### config.mk
export PLATFORM = sky130hd
export DESIGN_NAME = drive_words
export DESIGN_NICKNAME = d
export VERILOG_FILES = /design/src/verilog/drive_pkg.sv /design/src/verilog/drive_words.sv /design/src/verilog/load_watch.sv
export SDC_FILE = /design/constraint.sdc
export NUM_CORES = 1
export LEC_CHECK = 0
export CORE_MARGIN = 4
export CORE_UTILIZATION = 40
export DETAILED_ROUTE_END_ITERATION = 10
export DONT_BUFFER_PORTS = 1
export PLACE_DENSITY = 0.56
export SYNTH_ARGS = -nofsm -noshare
export SYNTH_HDL_FRONTEND = slang
export SYNTH_HIERARCHICAL = 1
export SYNTH_SLANG_ARGS = --single-unit
### constraint.sdc
create_clock -name mclk -period 2.9 [get_ports mclk]
set_input_delay 0.29 -clock mclk [delete_from_list [all_inputs] [get_ports mclk]]
set_output_delay 0.29 -clock mclk [all_outputs]
set_load 0.01 [all_outputs]
### src/verilog/drive_pkg.sv
// Behaviour
// - error clear ignored while start is set
// - process bits act only with bit ten; relay bits eleven and twelve act without it
// - bit six selects second word setpoint
// - bits five, fourteen, fifteen drive outputs
// - outputs follow bits only with code eighteen
// - bits eleven to thirteen drive relays
// - status word reports drive state bits
// - writing save parameter triggers nonvolatile save
// - parameter two returns software version
// - parameter four returns link voltage
// - parameter six returns input power
// - parameter seven returns motor temperature
// - parameter eleven returns heat sink temperature
// - motor over threshold raises temperature warning
// - parameter seventeen holds nominal motor current
// - reach critical frequency in time, then trip
// - sustained overload after run-up is error
// - read-only parameters refuse writes
// - failed request answers designator seven, error
// - control state returns to defaults on reset
package drive_pkg;
	localparam int CLK_HZ = 50_000_000;
	localparam int CYC_PER_MS = CLK_HZ / 1000;
	localparam int PASS_TIME_MS = 1000;
	localparam int LOAD_TIME_MS = 10_000;
	localparam int PASS_CYCLES = PASS_TIME_MS * CYC_PER_MS;
	localparam int LOAD_CYCLES = LOAD_TIME_MS * CYC_PER_MS;

	// control word bit positions
	localparam int CW_START = 0;
	localparam int CW_OUT1 = 5;
	localparam int CW_SETPT = 6;
	localparam int CW_CLR = 7;
	localparam int CW_STBY = 8;
	localparam int CW_PD_EN = 10;
	localparam int CW_ERR_RLY = 11;
	localparam int CW_NORM_RLY = 12;
	localparam int CW_WARN_RLY = 13;
	localparam int CW_OUT2 = 14;
	localparam int CW_OUT3 = 15;
	localparam logic [15:0] CW_USED = 16'hfde1;
	localparam logic [15:0] CW_GATED = 16'he1e1;
	localparam logic [15:0] CW_RESET = 16'h0000;

	// status word bit positions
	localparam int SW_READY = 0;
	localparam int SW_OP_EN = 2;
	localparam int SW_ERROR = 3;
	localparam int SW_ACCEL = 4;
	localparam int SW_DECEL = 5;
	localparam int SW_LOCK = 6;
	localparam int SW_TEMP = 7;
	localparam int SW_PAR_EN = 9;
	localparam int SW_NORMAL = 10;
	localparam int SW_TURN = 11;
	localparam int SW_OVL = 13;
	localparam int SW_WARN = 14;
	localparam int SW_PD_EN = 15;

	// query and reply designators
	localparam logic [3:0] QD_READ = 4'h1;
	localparam logic [3:0] QD_WR16 = 4'h2;
	localparam logic [3:0] QD_FREAD = 4'h6;
	localparam logic [3:0] QD_FWR16 = 4'h7;
	localparam logic [3:0] RD_V16 = 4'h1;
	localparam logic [3:0] RD_F16 = 4'h4;
	localparam logic [3:0] RD_FAIL = 4'h7;

	// error numbers in the value field
	localparam logic [15:0] ERR_PARAM = 16'h0000;
	localparam logic [15:0] ERR_RO = 16'h0001;
	localparam logic [15:0] ERR_INDEX = 16'h0003;
	localparam logic [15:0] ERR_TYPE = 16'h0005;
	localparam logic [15:0] ERR_BUSY = 16'h0066;

	// parameter numbers
	localparam logic [10:0] PN_VERSION = 11'h002;
	localparam logic [10:0] PN_FREQ = 11'h003;
	localparam logic [10:0] PN_VOLT = 11'h004;
	localparam logic [10:0] PN_CURR = 11'h005;
	localparam logic [10:0] PN_POWER = 11'h006;
	localparam logic [10:0] PN_MTEMP = 11'h007;
	localparam logic [10:0] PN_SAVE = 11'h008;
	localparam logic [10:0] PN_HTEMP = 11'h00b;
	localparam logic [10:0] PN_MWARN = 11'h010;
	localparam logic [10:0] PN_NOMCUR = 11'h011;
	localparam logic [10:0] PN_CRIT = 11'h014;
	localparam logic [10:0] PN_OVL = 11'h015;
	localparam logic [10:0] PN_OUTFN = 11'h086;

	// output function field and value limits
	localparam logic [7:0] IDX_FIRST = 8'h01;
	localparam logic [7:0] IDX_LAST = 8'h03;
	localparam logic [15:0] FN_FIELDBUS = 16'h0012;
	localparam logic [15:0] OUTFN_RESET = 16'h0000;
	localparam logic [15:0] SAVE_RESET = 16'h0000;
	localparam logic [15:0] MWARN_DEF = 16'h0050;
	localparam logic [15:0] OVL_DEF = 16'h0064;
	localparam logic [15:0] VOLT_MAX = 16'h05dc;
	localparam logic [15:0] TEMP_MIN = 16'hfff6;
	localparam logic [15:0] MTEMP_MAX = 16'h0096;
	localparam logic [15:0] HTEMP_MAX = 16'h0064;
endpackage

### src/verilog/drive_words.sv
`timescale 1ns/1ps
// control word, status word and parameter channel of the converter
module drive_words #(
	parameter logic [15:0] SW_VERSION = 16'h0100, // arbitrary value
	parameter logic [15:0] NOM_CURRENT = 16'h003c,
	parameter logic [15:0] CRIT_FREQ = 16'h0200,
	parameter int PASS_CYC = drive_pkg::PASS_CYCLES,
	parameter int LOAD_CYC = drive_pkg::LOAD_CYCLES
) (
	input wire logic mclk,
	input wire logic srst,
	// process data from the telegram
	input wire logic pd_valid,
	input wire logic [15:0] drive_control_word,
	input wire logic [15:0] second_process_word,
	output logic [15:0] drive_status_word,
	// parameter request and answer
	input wire logic req_valid,
	input wire logic [3:0] req_designator,
	input wire logic [10:0] req_param,
	input wire logic [7:0] req_index,
	input wire logic [15:0] req_value,
	output logic rsp_valid,
	output logic [3:0] rsp_designator,
	output logic [10:0] rsp_param,
	output logic [15:0] parameter_value_field,
	// drive measurements and state
	input wire logic [15:0] actual_freq,
	input wire logic [15:0] link_voltage,
	input wire logic [15:0] motor_current,
	input wire logic [15:0] input_power,
	input wire logic [15:0] motor_temp,
	input wire logic [15:0] heatsink_temp,
	input wire logic [15:0] load_pct,
	input wire logic drive_ready,
	input wire logic op_enabled,
	input wire logic drive_error,
	input wire logic accelerating,
	input wire logic decelerating,
	input wire logic switch_on_lock,
	input wire logic normal_op,
	input wire logic rotor_turning,
	input wire logic param_channel_en,
	input wire logic store_busy,
	// commands to the drive
	output logic run_cmd,
	output logic standby_en,
	output logic setpoint_sel,
	output logic [15:0] speed_setpoint,
	output logic error_clear,
	output logic save_request,
	output logic [2:0] switched_output,
	output logic error_relay,
	output logic normal_relay,
	output logic warning_relay
);
	import drive_pkg::*;

	typedef struct packed {
		logic [15:0] ctrl;
		logic [2:0][15:0] out_fn;
		logic [15:0] save_val;
		logic [15:0] setpoint;
		logic save_req;
		logic clr_req;
		logic temp_warn;
		logic [2:0] sw_out;
		logic [2:0] relay;
		logic rsp_valid;
		logic [3:0] rsp_des;
		logic [10:0] rsp_par;
		logic [15:0] rsp_val;
		logic [15:0] status;
	} words_t;

	words_t cur;
	words_t next_cur;
	logic run_up_err;
	logic speed_trip_err;
	logic high_load_err;
	logic overload_warn;
	logic [15:0] gated;
	logic [15:0] new_gated;
	logic fault_any;
	logic is_field;
	logic is_write;
	logic [1:0] fidx;

	// signed clamp of a 16-bit reading into its reporting range
	function automatic logic [15:0] clamp_s(
		input logic [15:0] v,
		input logic [15:0] lo,
		input logic [15:0] hi);
		if ($signed(v) < $signed(lo))
			return lo;
		else if ($signed(v) > $signed(hi))
			return hi;
		else
			return v;
	endfunction

	// masks the bits that need process data enable
	function automatic logic [15:0] gate_cw(input logic [15:0] cw);
		if (cw[CW_PD_EN])
			return cw;
		else
			return cw & ~CW_GATED;
	endfunction

	load_watch #(
		.PASS_CYC(PASS_CYC),
		.LOAD_CYC(LOAD_CYC)
	) u_watch (
		.mclk(mclk),
		.srst(srst),
		.accelerating(accelerating),
		.normal_op(normal_op),
		.actual_freq(actual_freq),
		.crit_freq(CRIT_FREQ),
		.load_pct(load_pct),
		.load_limit(OVL_DEF),
		.err_clear(cur.clr_req),
		.run_up_err(run_up_err),
		.speed_trip_err(speed_trip_err),
		.high_load_err(high_load_err),
		.overload_warn(overload_warn)
	);

	assign gated = gate_cw(cur.ctrl);
	assign new_gated = gate_cw(drive_control_word & CW_USED);
	assign fault_any = drive_error | run_up_err | speed_trip_err | high_load_err;
	assign is_field = (req_designator == QD_FREAD) || (req_designator == QD_FWR16);
	assign is_write = (req_designator == QD_WR16) || (req_designator == QD_FWR16);
	assign fidx = 2'(req_index - IDX_FIRST);

	// one registered copy of all state; answers come one cycle after a request
	always_comb
	begin
		next_cur = cur;
		next_cur.save_req = 1'b0;
		next_cur.clr_req = 1'b0;
		next_cur.rsp_valid = 1'b0;

		// telegram process data
		if (pd_valid)
		begin
			next_cur.ctrl = drive_control_word & CW_USED;
			// clear only on a fresh request and never while start is held
			if (new_gated[CW_CLR] && !gated[CW_CLR] && !new_gated[CW_START])
				next_cur.clr_req = 1'b1;
			if (new_gated[CW_SETPT])
				next_cur.setpoint = second_process_word;
		end

		// outputs and relays follow the registered word
		next_cur.sw_out[0] = gated[CW_OUT1] && cur.out_fn[0] == FN_FIELDBUS;
		next_cur.sw_out[1] = gated[CW_OUT2] && cur.out_fn[1] == FN_FIELDBUS;
		next_cur.sw_out[2] = gated[CW_OUT3] && cur.out_fn[2] == FN_FIELDBUS;
		next_cur.relay[0] = gated[CW_ERR_RLY];
		next_cur.relay[1] = gated[CW_NORM_RLY];
		next_cur.relay[2] = gated[CW_WARN_RLY];

		// motor temperature against its fixed threshold
		next_cur.temp_warn = $signed(motor_temp) > $signed(MWARN_DEF);

		// status word; unlisted bits stay zero
		next_cur.status = 16'h0000;
		next_cur.status[SW_READY] = drive_ready;
		next_cur.status[SW_OP_EN] = op_enabled;
		next_cur.status[SW_ERROR] = fault_any;
		next_cur.status[SW_ACCEL] = accelerating;
		next_cur.status[SW_DECEL] = decelerating;
		next_cur.status[SW_LOCK] = switch_on_lock;
		next_cur.status[SW_TEMP] = cur.temp_warn;
		next_cur.status[SW_PAR_EN] = param_channel_en;
		next_cur.status[SW_NORMAL] = normal_op;
		next_cur.status[SW_TURN] = rotor_turning;
		next_cur.status[SW_OVL] = overload_warn;
		next_cur.status[SW_WARN] = cur.temp_warn | overload_warn;
		next_cur.status[SW_PD_EN] = cur.ctrl[CW_PD_EN];

		// parameter channel
		if (req_valid)
		begin
			next_cur.rsp_valid = 1'b1;
			next_cur.rsp_par = req_param;
			next_cur.rsp_des = is_field ? RD_F16 : RD_V16;
			next_cur.rsp_val = 16'h0000;
			if (!is_write && req_designator != QD_READ && req_designator != QD_FREAD)
			begin
				next_cur.rsp_des = RD_FAIL;
				next_cur.rsp_val = ERR_TYPE;
			end
			else if (req_param == PN_OUTFN)
			begin
				if (!is_field || req_index < IDX_FIRST || req_index > IDX_LAST)
				begin
					next_cur.rsp_des = RD_FAIL;
					next_cur.rsp_val = ERR_INDEX;
				end
				else if (is_write && store_busy)
				begin
					next_cur.rsp_des = RD_FAIL;
					next_cur.rsp_val = ERR_BUSY;
				end
				else if (is_write)
				begin
					next_cur.out_fn[fidx] = req_value;
					next_cur.rsp_val = req_value;
				end
				else
					next_cur.rsp_val = cur.out_fn[fidx];
			end
			else if (is_field)
			begin
				next_cur.rsp_des = RD_FAIL;
				next_cur.rsp_val = ERR_INDEX;
			end
			else if (req_param == PN_SAVE)
			begin
				if (is_write && store_busy)
				begin
					next_cur.rsp_des = RD_FAIL;
					next_cur.rsp_val = ERR_BUSY;
				end
				else if (is_write)
				begin
					next_cur.save_val = req_value;
					next_cur.save_req = 1'b1;
					next_cur.rsp_val = req_value;
				end
				else
					next_cur.rsp_val = cur.save_val;
			end
			else
			begin
				unique case (req_param)
					PN_VERSION: next_cur.rsp_val = SW_VERSION;
					PN_FREQ: next_cur.rsp_val = actual_freq;
					PN_VOLT: next_cur.rsp_val = link_voltage > VOLT_MAX ? VOLT_MAX
						: link_voltage;
					PN_CURR: next_cur.rsp_val = motor_current;
					PN_POWER: next_cur.rsp_val = input_power;
					PN_MTEMP: next_cur.rsp_val = clamp_s(motor_temp, TEMP_MIN,
						MTEMP_MAX);
					PN_HTEMP: next_cur.rsp_val = clamp_s(heatsink_temp, TEMP_MIN,
						HTEMP_MAX);
					PN_MWARN: next_cur.rsp_val = MWARN_DEF;
					PN_NOMCUR: next_cur.rsp_val = NOM_CURRENT;
					PN_CRIT: next_cur.rsp_val = CRIT_FREQ;
					PN_OVL: next_cur.rsp_val = OVL_DEF;
					default:
					begin
						next_cur.rsp_des = RD_FAIL;
						next_cur.rsp_val = ERR_PARAM;
					end
				endcase
				// known read-only numbers refuse any write
				if (is_write && next_cur.rsp_des != RD_FAIL)
				begin
					next_cur.rsp_des = RD_FAIL;
					next_cur.rsp_val = ERR_RO;
				end
			end
		end
	end

	// all control state back to defaults on reset, like a supply loss
	always_ff @(posedge mclk)
	begin
		if (srst)
		begin
			cur <= '0;
			cur.ctrl <= CW_RESET;
			cur.out_fn <= {3{OUTFN_RESET}};
			cur.save_val <= SAVE_RESET;
		end
		else
			cur <= next_cur;
	end

	// outputs from the state register; run, standby and setpoint select pass the enable mask
	assign drive_status_word = cur.status;
	assign rsp_valid = cur.rsp_valid;
	assign rsp_designator = cur.rsp_des;
	assign rsp_param = cur.rsp_par;
	assign parameter_value_field = cur.rsp_val;
	assign run_cmd = gated[CW_START];
	assign standby_en = gated[CW_STBY];
	assign setpoint_sel = gated[CW_SETPT];
	assign speed_setpoint = cur.setpoint;
	assign error_clear = cur.clr_req;
	assign save_request = cur.save_req;
	assign switched_output = cur.sw_out;
	assign error_relay = cur.relay[0];
	assign normal_relay = cur.relay[1];
	assign warning_relay = cur.relay[2];
endmodule

### src/verilog/load_watch.sv
`timescale 1ns/1ps
// run-up and overload supervision of the rotor
module load_watch #(
	parameter int PASS_CYC = drive_pkg::PASS_CYCLES,
	parameter int LOAD_CYC = drive_pkg::LOAD_CYCLES
) (
	input wire logic mclk,
	input wire logic srst,
	input wire logic accelerating,
	input wire logic normal_op,
	input wire logic [15:0] actual_freq,
	input wire logic [15:0] crit_freq,
	input wire logic [15:0] load_pct,
	input wire logic [15:0] load_limit,
	input wire logic err_clear,
	output logic run_up_err,
	output logic speed_trip_err,
	output logic high_load_err,
	output logic overload_warn
);
	import drive_pkg::*;

	typedef struct packed {
		logic [31:0] pass_cnt;
		logic [31:0] load_cnt;
		logic reached;
		logic run_up_err;
		logic speed_trip_err;
		logic high_load_err;
		logic overload_warn;
	} watch_t;

	watch_t cur;
	watch_t next_cur;

	// errors hold until cleared; a new fault in the clear cycle wins
	always_comb
	begin
		next_cur = cur;
		next_cur.overload_warn = normal_op && (load_pct > load_limit);
		if (err_clear)
		begin
			next_cur.run_up_err = 1'b0;
			next_cur.speed_trip_err = 1'b0;
			next_cur.high_load_err = 1'b0;
		end
		if (actual_freq >= crit_freq)
			next_cur.reached = 1'b1;
		else if (!accelerating && !normal_op)
			next_cur.reached = 1'b0;
		// passing window only runs while accelerating below critical
		if (accelerating && !cur.reached)
		begin
			if (cur.pass_cnt >= 32'(PASS_CYC - 1))
				next_cur.run_up_err = 1'b1;
			else
				next_cur.pass_cnt = cur.pass_cnt + 32'd1;
		end
		else
			next_cur.pass_cnt = 32'd0;
		if (normal_op && cur.reached && actual_freq < crit_freq)
			next_cur.speed_trip_err = 1'b1;
		if (next_cur.overload_warn)
		begin
			if (cur.load_cnt >= 32'(LOAD_CYC - 1))
				next_cur.high_load_err = 1'b1;
			else
				next_cur.load_cnt = cur.load_cnt + 32'd1;
		end
		else
			next_cur.load_cnt = 32'd0;
	end

	always_ff @(posedge mclk)
	begin
		if (srst)
			cur <= '0;
		else
			cur <= next_cur;
	end

	assign run_up_err = cur.run_up_err;
	assign speed_trip_err = cur.speed_trip_err;
	assign high_load_err = cur.high_load_err;
	assign overload_warn = cur.overload_warn;
endmodule

* Word-level counts from Yosys, hierarchy flattened
Index checks and enable logic that the tools add are counted.
W data, S select, Z words.
** Operators by class
- Add/sub/neg operators :: 3
- Order comparisons :: 15
- Equality and inequality tests :: 22
- Multiplexer cells :: 48
- Bitwise logic cells :: 15
- Reductions and logical operators :: 37
** Operator list (number)
- $mux W16 :: 18
- $pmux W16 S11 :: 1
- $add A32 B1 Y32 const B :: 2
- $bwmux W48 :: 1
- $eq A16 B5 Y1 const B :: 3
- $eq A11 B3 Y1 const B :: 4
- $eq A11 B5 Y1 const B :: 4
- $mux W4 :: 10
- $bmux W16 S2 :: 1
- $demux W16 S2 :: 1
- $ge A32 B26 Y1 const B :: 1
- $ge A32 B29 Y1 const B :: 1
- $gt A16 B8 Y1 const B :: 2
- $lt A16 B5 Y1 const B :: 2
- $mux W32 :: 1
- $eq A11 B2 Y1 const B :: 2
- $eq A11 B4 Y1 const B :: 2
- $ge A16 B10 Y1 const B :: 1
- $gt A16 B11 Y1 const B :: 1
- $gt A16 B7 Y1 const B :: 1
- $gt A16 B9 Y1 const B :: 1
- $lt A16 B10 Y1 const B :: 1
- $logic_and A1 B1 Y1 :: 15
- $mux W3 :: 5
- other kinds (22) :: 59
** Storage, ports and cells
- Bits in registers :: 217
- Input port bits :: 197
- Output and inout port bits :: 75
- Logic and storage cells :: 165

* Logic depth before layout (Yosys ltp)
- Depth in word-level cells :: 17
- Depth in mapped cells :: 11
- Mapped depth without buffers :: 8

* Cells and area by module
The synthesis kept the hierarchy.
** By module, submodules not included
- drive_words :: times used 1, cells each 1064, area an instance 8573.2 um2, seq. area each 2882.8 um2
- load_watch :: times used 1, cells each 489, area an instance 4070.2 um2, seq. area each 1381.3 um2

* Worst setup path after synthesis
Ideal clock, no wire load.
- Path type :: input to register
- Start point :: input port req_param[8]
- End point :: register cur[126] (netlist bit)
- Library setup time :: 139 ps
- Data arrival time :: 2258 ps
- Required time :: 2761 ps
- Slack :: 503 ps
- Cell stages on the path :: 8
- Buffers on the path :: 2
- Cell sequence :: or3_1 -> buf_2 -> or4_4 -> nor4_4 -> nand3_1 -> buf_2 -> nand2_1 -> a21oi_2
** Between the ends
- Longest elaborated chain between the ends :: 2
** RTL lines
- start: declaration :: line drive_words.sv:20 : input wire logic [10:0] req_param,
- $eq A11 B8 Y1 :: line drive_words.sv:194 : else if (req_param == PN_OUTFN)
- $reduce_and A6 Y1 (no line)
- end signal: assignment :: line drive_words.sv:279 : cur <= next_cur;
- end: declaration :: line drive_words.sv:76 : words_t cur;
Every way passes these cells.
A chain may end at the register's enable or synchronous reset.

* Worst setup path in the final report
- Start point :: register u_watch/cur[34] (netlist bit)
- End point :: register u_watch/cur[12] (netlist bit)
** Between the ends
- Longest elaborated chain between the ends :: 1
** RTL lines
- start: declaration :: line load_watch.sv:33 : watch_t cur;
- start signal: assignment :: line load_watch.sv:79 : cur <= next_cur;
- $ge A32 B29 Y1 :: line load_watch.sv:65 : if (cur.load_cnt >= 32'(LOAD_CYC - 1))
Every way passes these cells.

==> run_results.csv <==
group,metric,value,unit
run_status,status,"finished clean",
synth,synthFlopType,"dfxtp_1",
timing,fin_tns_setup,0,ns
clocking,cts-root-buf,"clkbuf_16",
critical_path,cp-end-kind,"flop",
clocking,clock_path_buffers,3,
synth,synth-simple-area-share,28.1,%
floorplan,start_util,40.9,%
timing,setup_viol,0,
grt,grt_max_degree,124,
detailed_routing,route.vias.total,11600,
synth,synth-seq-cells,213,
detailed_routing,wl_per_cell,20.6,um
synth,synth.avg_cell_area,8.14,sq um
critical_path,critical_path_class,"flop to flop",
detailed_routing,wirelength,41.7,mm
final_layout,num-nets-final,1839,
clocking,cts_tree,"yes",
timing,period_needed,2.39,ns
detailed_routing,ant_nets,0,
grt,grt-ovfl-total,0,
timing,max_freq,0.419,GHz
final_layout,areaGrowthSynthToFinish,14.9,%
final_layout,layout_commonest_cell,"nand2_1",
placed_design,dp.cells,1887,
final_layout,layoutNonFillerInstCount,2021,
clocking,post_cts_buffers,0,
synth,synthAdderAreaFrac,3.76,%
critical_path,cp.required,3.32,ns
timing,tightestPinTransition,0.873,ns
grt,gr-usage-met1,29.2,%
placed_design,portBuffers,0,
timing,rsz0062_at_grt,"false",
grt,grt_busiest_layer,"met2",
clocking,cts_buffers,26,
synth,yosys_warnings,6,
critical_path,rr_startpoint,"u_watch/cur[34]",
grt,antenna_found_initial,2,
critical_path,cp_max_fo,11,
grt,grtUsageMet3,6.43,%
critical_path,reg2reg_depth,7,
detailed_routing,vias_per_cell,5.72,
synth,ys_seq_area_share,33.7,%
synth,synth-compound-area-share,18.1,%
timing,fin_skew,0.0240,ns
timing,final_hold_viol_count,0,
synth,synth_xor_area_share,3.60,%
grt,grt_util_met2,37.1,%
floorplan,io_pins,272,
synth,netlist_instances,1553,
synth,synth_top_family_by_area,"simple AND/OR/NAND/NOR gates",
placed_design,globalplace.congestion,0.988,
synth,synth_mux_area_share,4.09,%
critical_path,worstSetupStartpointType,"flop",
grt,grt_first_pass_wirelength,63.0,mm
synth,synth.distinct_cells,93,
synth,synth_edf_count,0,
floorplan,die_w,186,um
worst_hold_path,min_path_type,"input pin to flop",
power,ir_drop,0.370,mV
clocking,htreeDepth,1,
clocking,cts.sink_count,213,
critical_path,r2r_end,"u_watch/cur[12]",
power,p_per_area,472,nW/um^2
placed_design,dp_hpwl,29.9,mm
timing,slew_headroom,40.3,%
detailed_routing,drc,0,
worst_hold_path,hold_start,"srst",
synth,synthArstFlopShare,0,%
worst_hold_path,holdPathStages,3,
grt,grt_use_total,23.0,%
detailed_routing,first_pass_iters,5,
floorplan,die_h,186,um
timing,hold_ws,0.0257,ns
final_layout,layout_common_cells,"nand2_1 (228), dfxtp_1 (213), nor2_1 (135), a21oi_1 (90), dlygate4sd3_1 (84)",
detailed_routing,drt_iter0_drc,725,
final_layout,drive_above_1_share,11.0,%
timing,finalCritPeriodShare,82.3,%
clocking,clk_pin_slew,0.06,ns
grt,first_global_vias,11200,
worst_hold_path,hold_end,"parameter_value_field[6]",
clocking,insertion_delay,0.54,ns
timing,drv_slew,0,
power,power.leakage,4.94,nW
run,max_cap_violations,0,
synth,syn-cell-area,12600,sq um
floorplan,rows,64,
critical_path,r2r_setup_slack,0.51,ns
floorplan,dieArea,34500,sq um
critical_path,arrival,2.81,ns
floorplan,coreArea,30900,sq um
## logic make-up (layout without fill, tap and decap cells)
group                      after synthesis  in the layout
AOI/OAI and AO/OA                      314            314
xor gates and xnor gates                52             52
adders and majority gates               38             38
buffers and inverters                  193            230
DFF                                    213            213
muxes                                   50             50
other                                    2             37
and+or+nand+nor                        691            691
## worst max-delay path: stages (launching register included)
cell	delay, ns
dfxtp_1	0.31
nor3_1	0.43
or4b_1	0.54
a2111oi_4	0.44
buf_4	0.28
nor3_1	0.08
xnor2_1	0.17
nor2_1	0.05
## synth_stat cells, drive strengths merged (12+ instances only)
cell type    n  area [sq um]
or3         13          81.3
ha          38           475
xnor2       51           447
nand4       32           200
nand3b      12          90.1
inv         52           195
nor3b       16           120
dfxtp      213          4260
mux2        13           146
a21oi      121           722
nor2       136           513
nor2b       30           188
o21ai       28           140
nand2      230           868
a211oi      16           130
a21o        14           105
o211ai      19           143
clkbuf      45           169
nor4        37           293
a31oi       16           100
and2        20           126
nor3        49           250
nand3       41           205
or4         12          98.8
and3        12          75.1
mux2i       37           370
buf         95           707
## power by group
group | internal (mW) | total (mW) | leakage (nW) | switching, mW
clock | 1.98 | 3.26 | 0.431 | 1.28
sequential | 2.98 | 3.03 | 1.73 | 0.0513
combinational | 0.262 | 0.565 | 2.78 | 0.304
## through the flow
stage / util (%) / instance area (sq um) / setup WS (ns) / total power, mW
final: 47.0 / 14500 / 0.512 / 6.86
after global routing: 47.0 / 14500 / 0.277 / 7.12
after CTS: 47.0 / 14500 / 0.527 / 6.94
after detailed placement: 41.3 / 12800 / 0.104 / 3.49
after global placement: 41.3 / 12800 / 0.147 / 3.48
after floorplan: - / 12800 / 0.503 / 3.48
## per-layer routing
layer / vias up / wire (um)
met2: 456 / 18600
met4: 0 / 1790
met5: - / 0
met3: 98 / 3790
li1: 5579 / -
met1: 5435 / 17500
## final cells by class
class | instances | area [sq um]
timing repair buffer | 130 | 1260
inverter | 52 | 195
clock buffer | 35 | 744
multi-input combinational | 1181 | 7430
antenna | 1 | 2.50
fill | 3028 | 16400
tap | 396 | 495
sequential | 213 | 4260
clock inverter | 13 | 138
## sequential cells by signal, indices dropped and copies added, names as in the netlist
register                cells
cur                        76
u_watch/cur                65
parameter_value_field      16
speed_setpoint             16
drive_status_word          13
rsp_param                  11
rsp_designator              3
switched_output             3
error_clear                 1
error_relay                 1
normal_relay                1
rsp_valid                   1
save_request                1
u_watch/high_load_err       1
u_watch/overload_warn       1
u_watch/run_up_err          1
u_watch/speed_trip_err      1
warning_relay               1
## worst max path at each step
stage / startpoint / end / slack, ns / depth (start not counted)
floorplan: req_param[8] / cur[126] / 0.50 / 8
global placement: req_param[3] / parameter_value_field[0] / 0.15 / 5
detailed placement: req_param[3] / parameter_value_field[0] / 0.10 / 5
CTS: u_watch/cur[34] / u_watch/cur[12] / 0.53 / 7
global route: u_watch/cur[34] / u_watch/cur[11] / 0.28 / 7
finish: u_watch/cur[34] / u_watch/cur[12] / 0.51 / 7
## timing repair
item,4_1_cts,5_1_grt
hold buffers,85,0
endpoints found under the hold margin,138,0
resized for setup,0,0
Note: power is estimated with default switching activity, not from simulation.
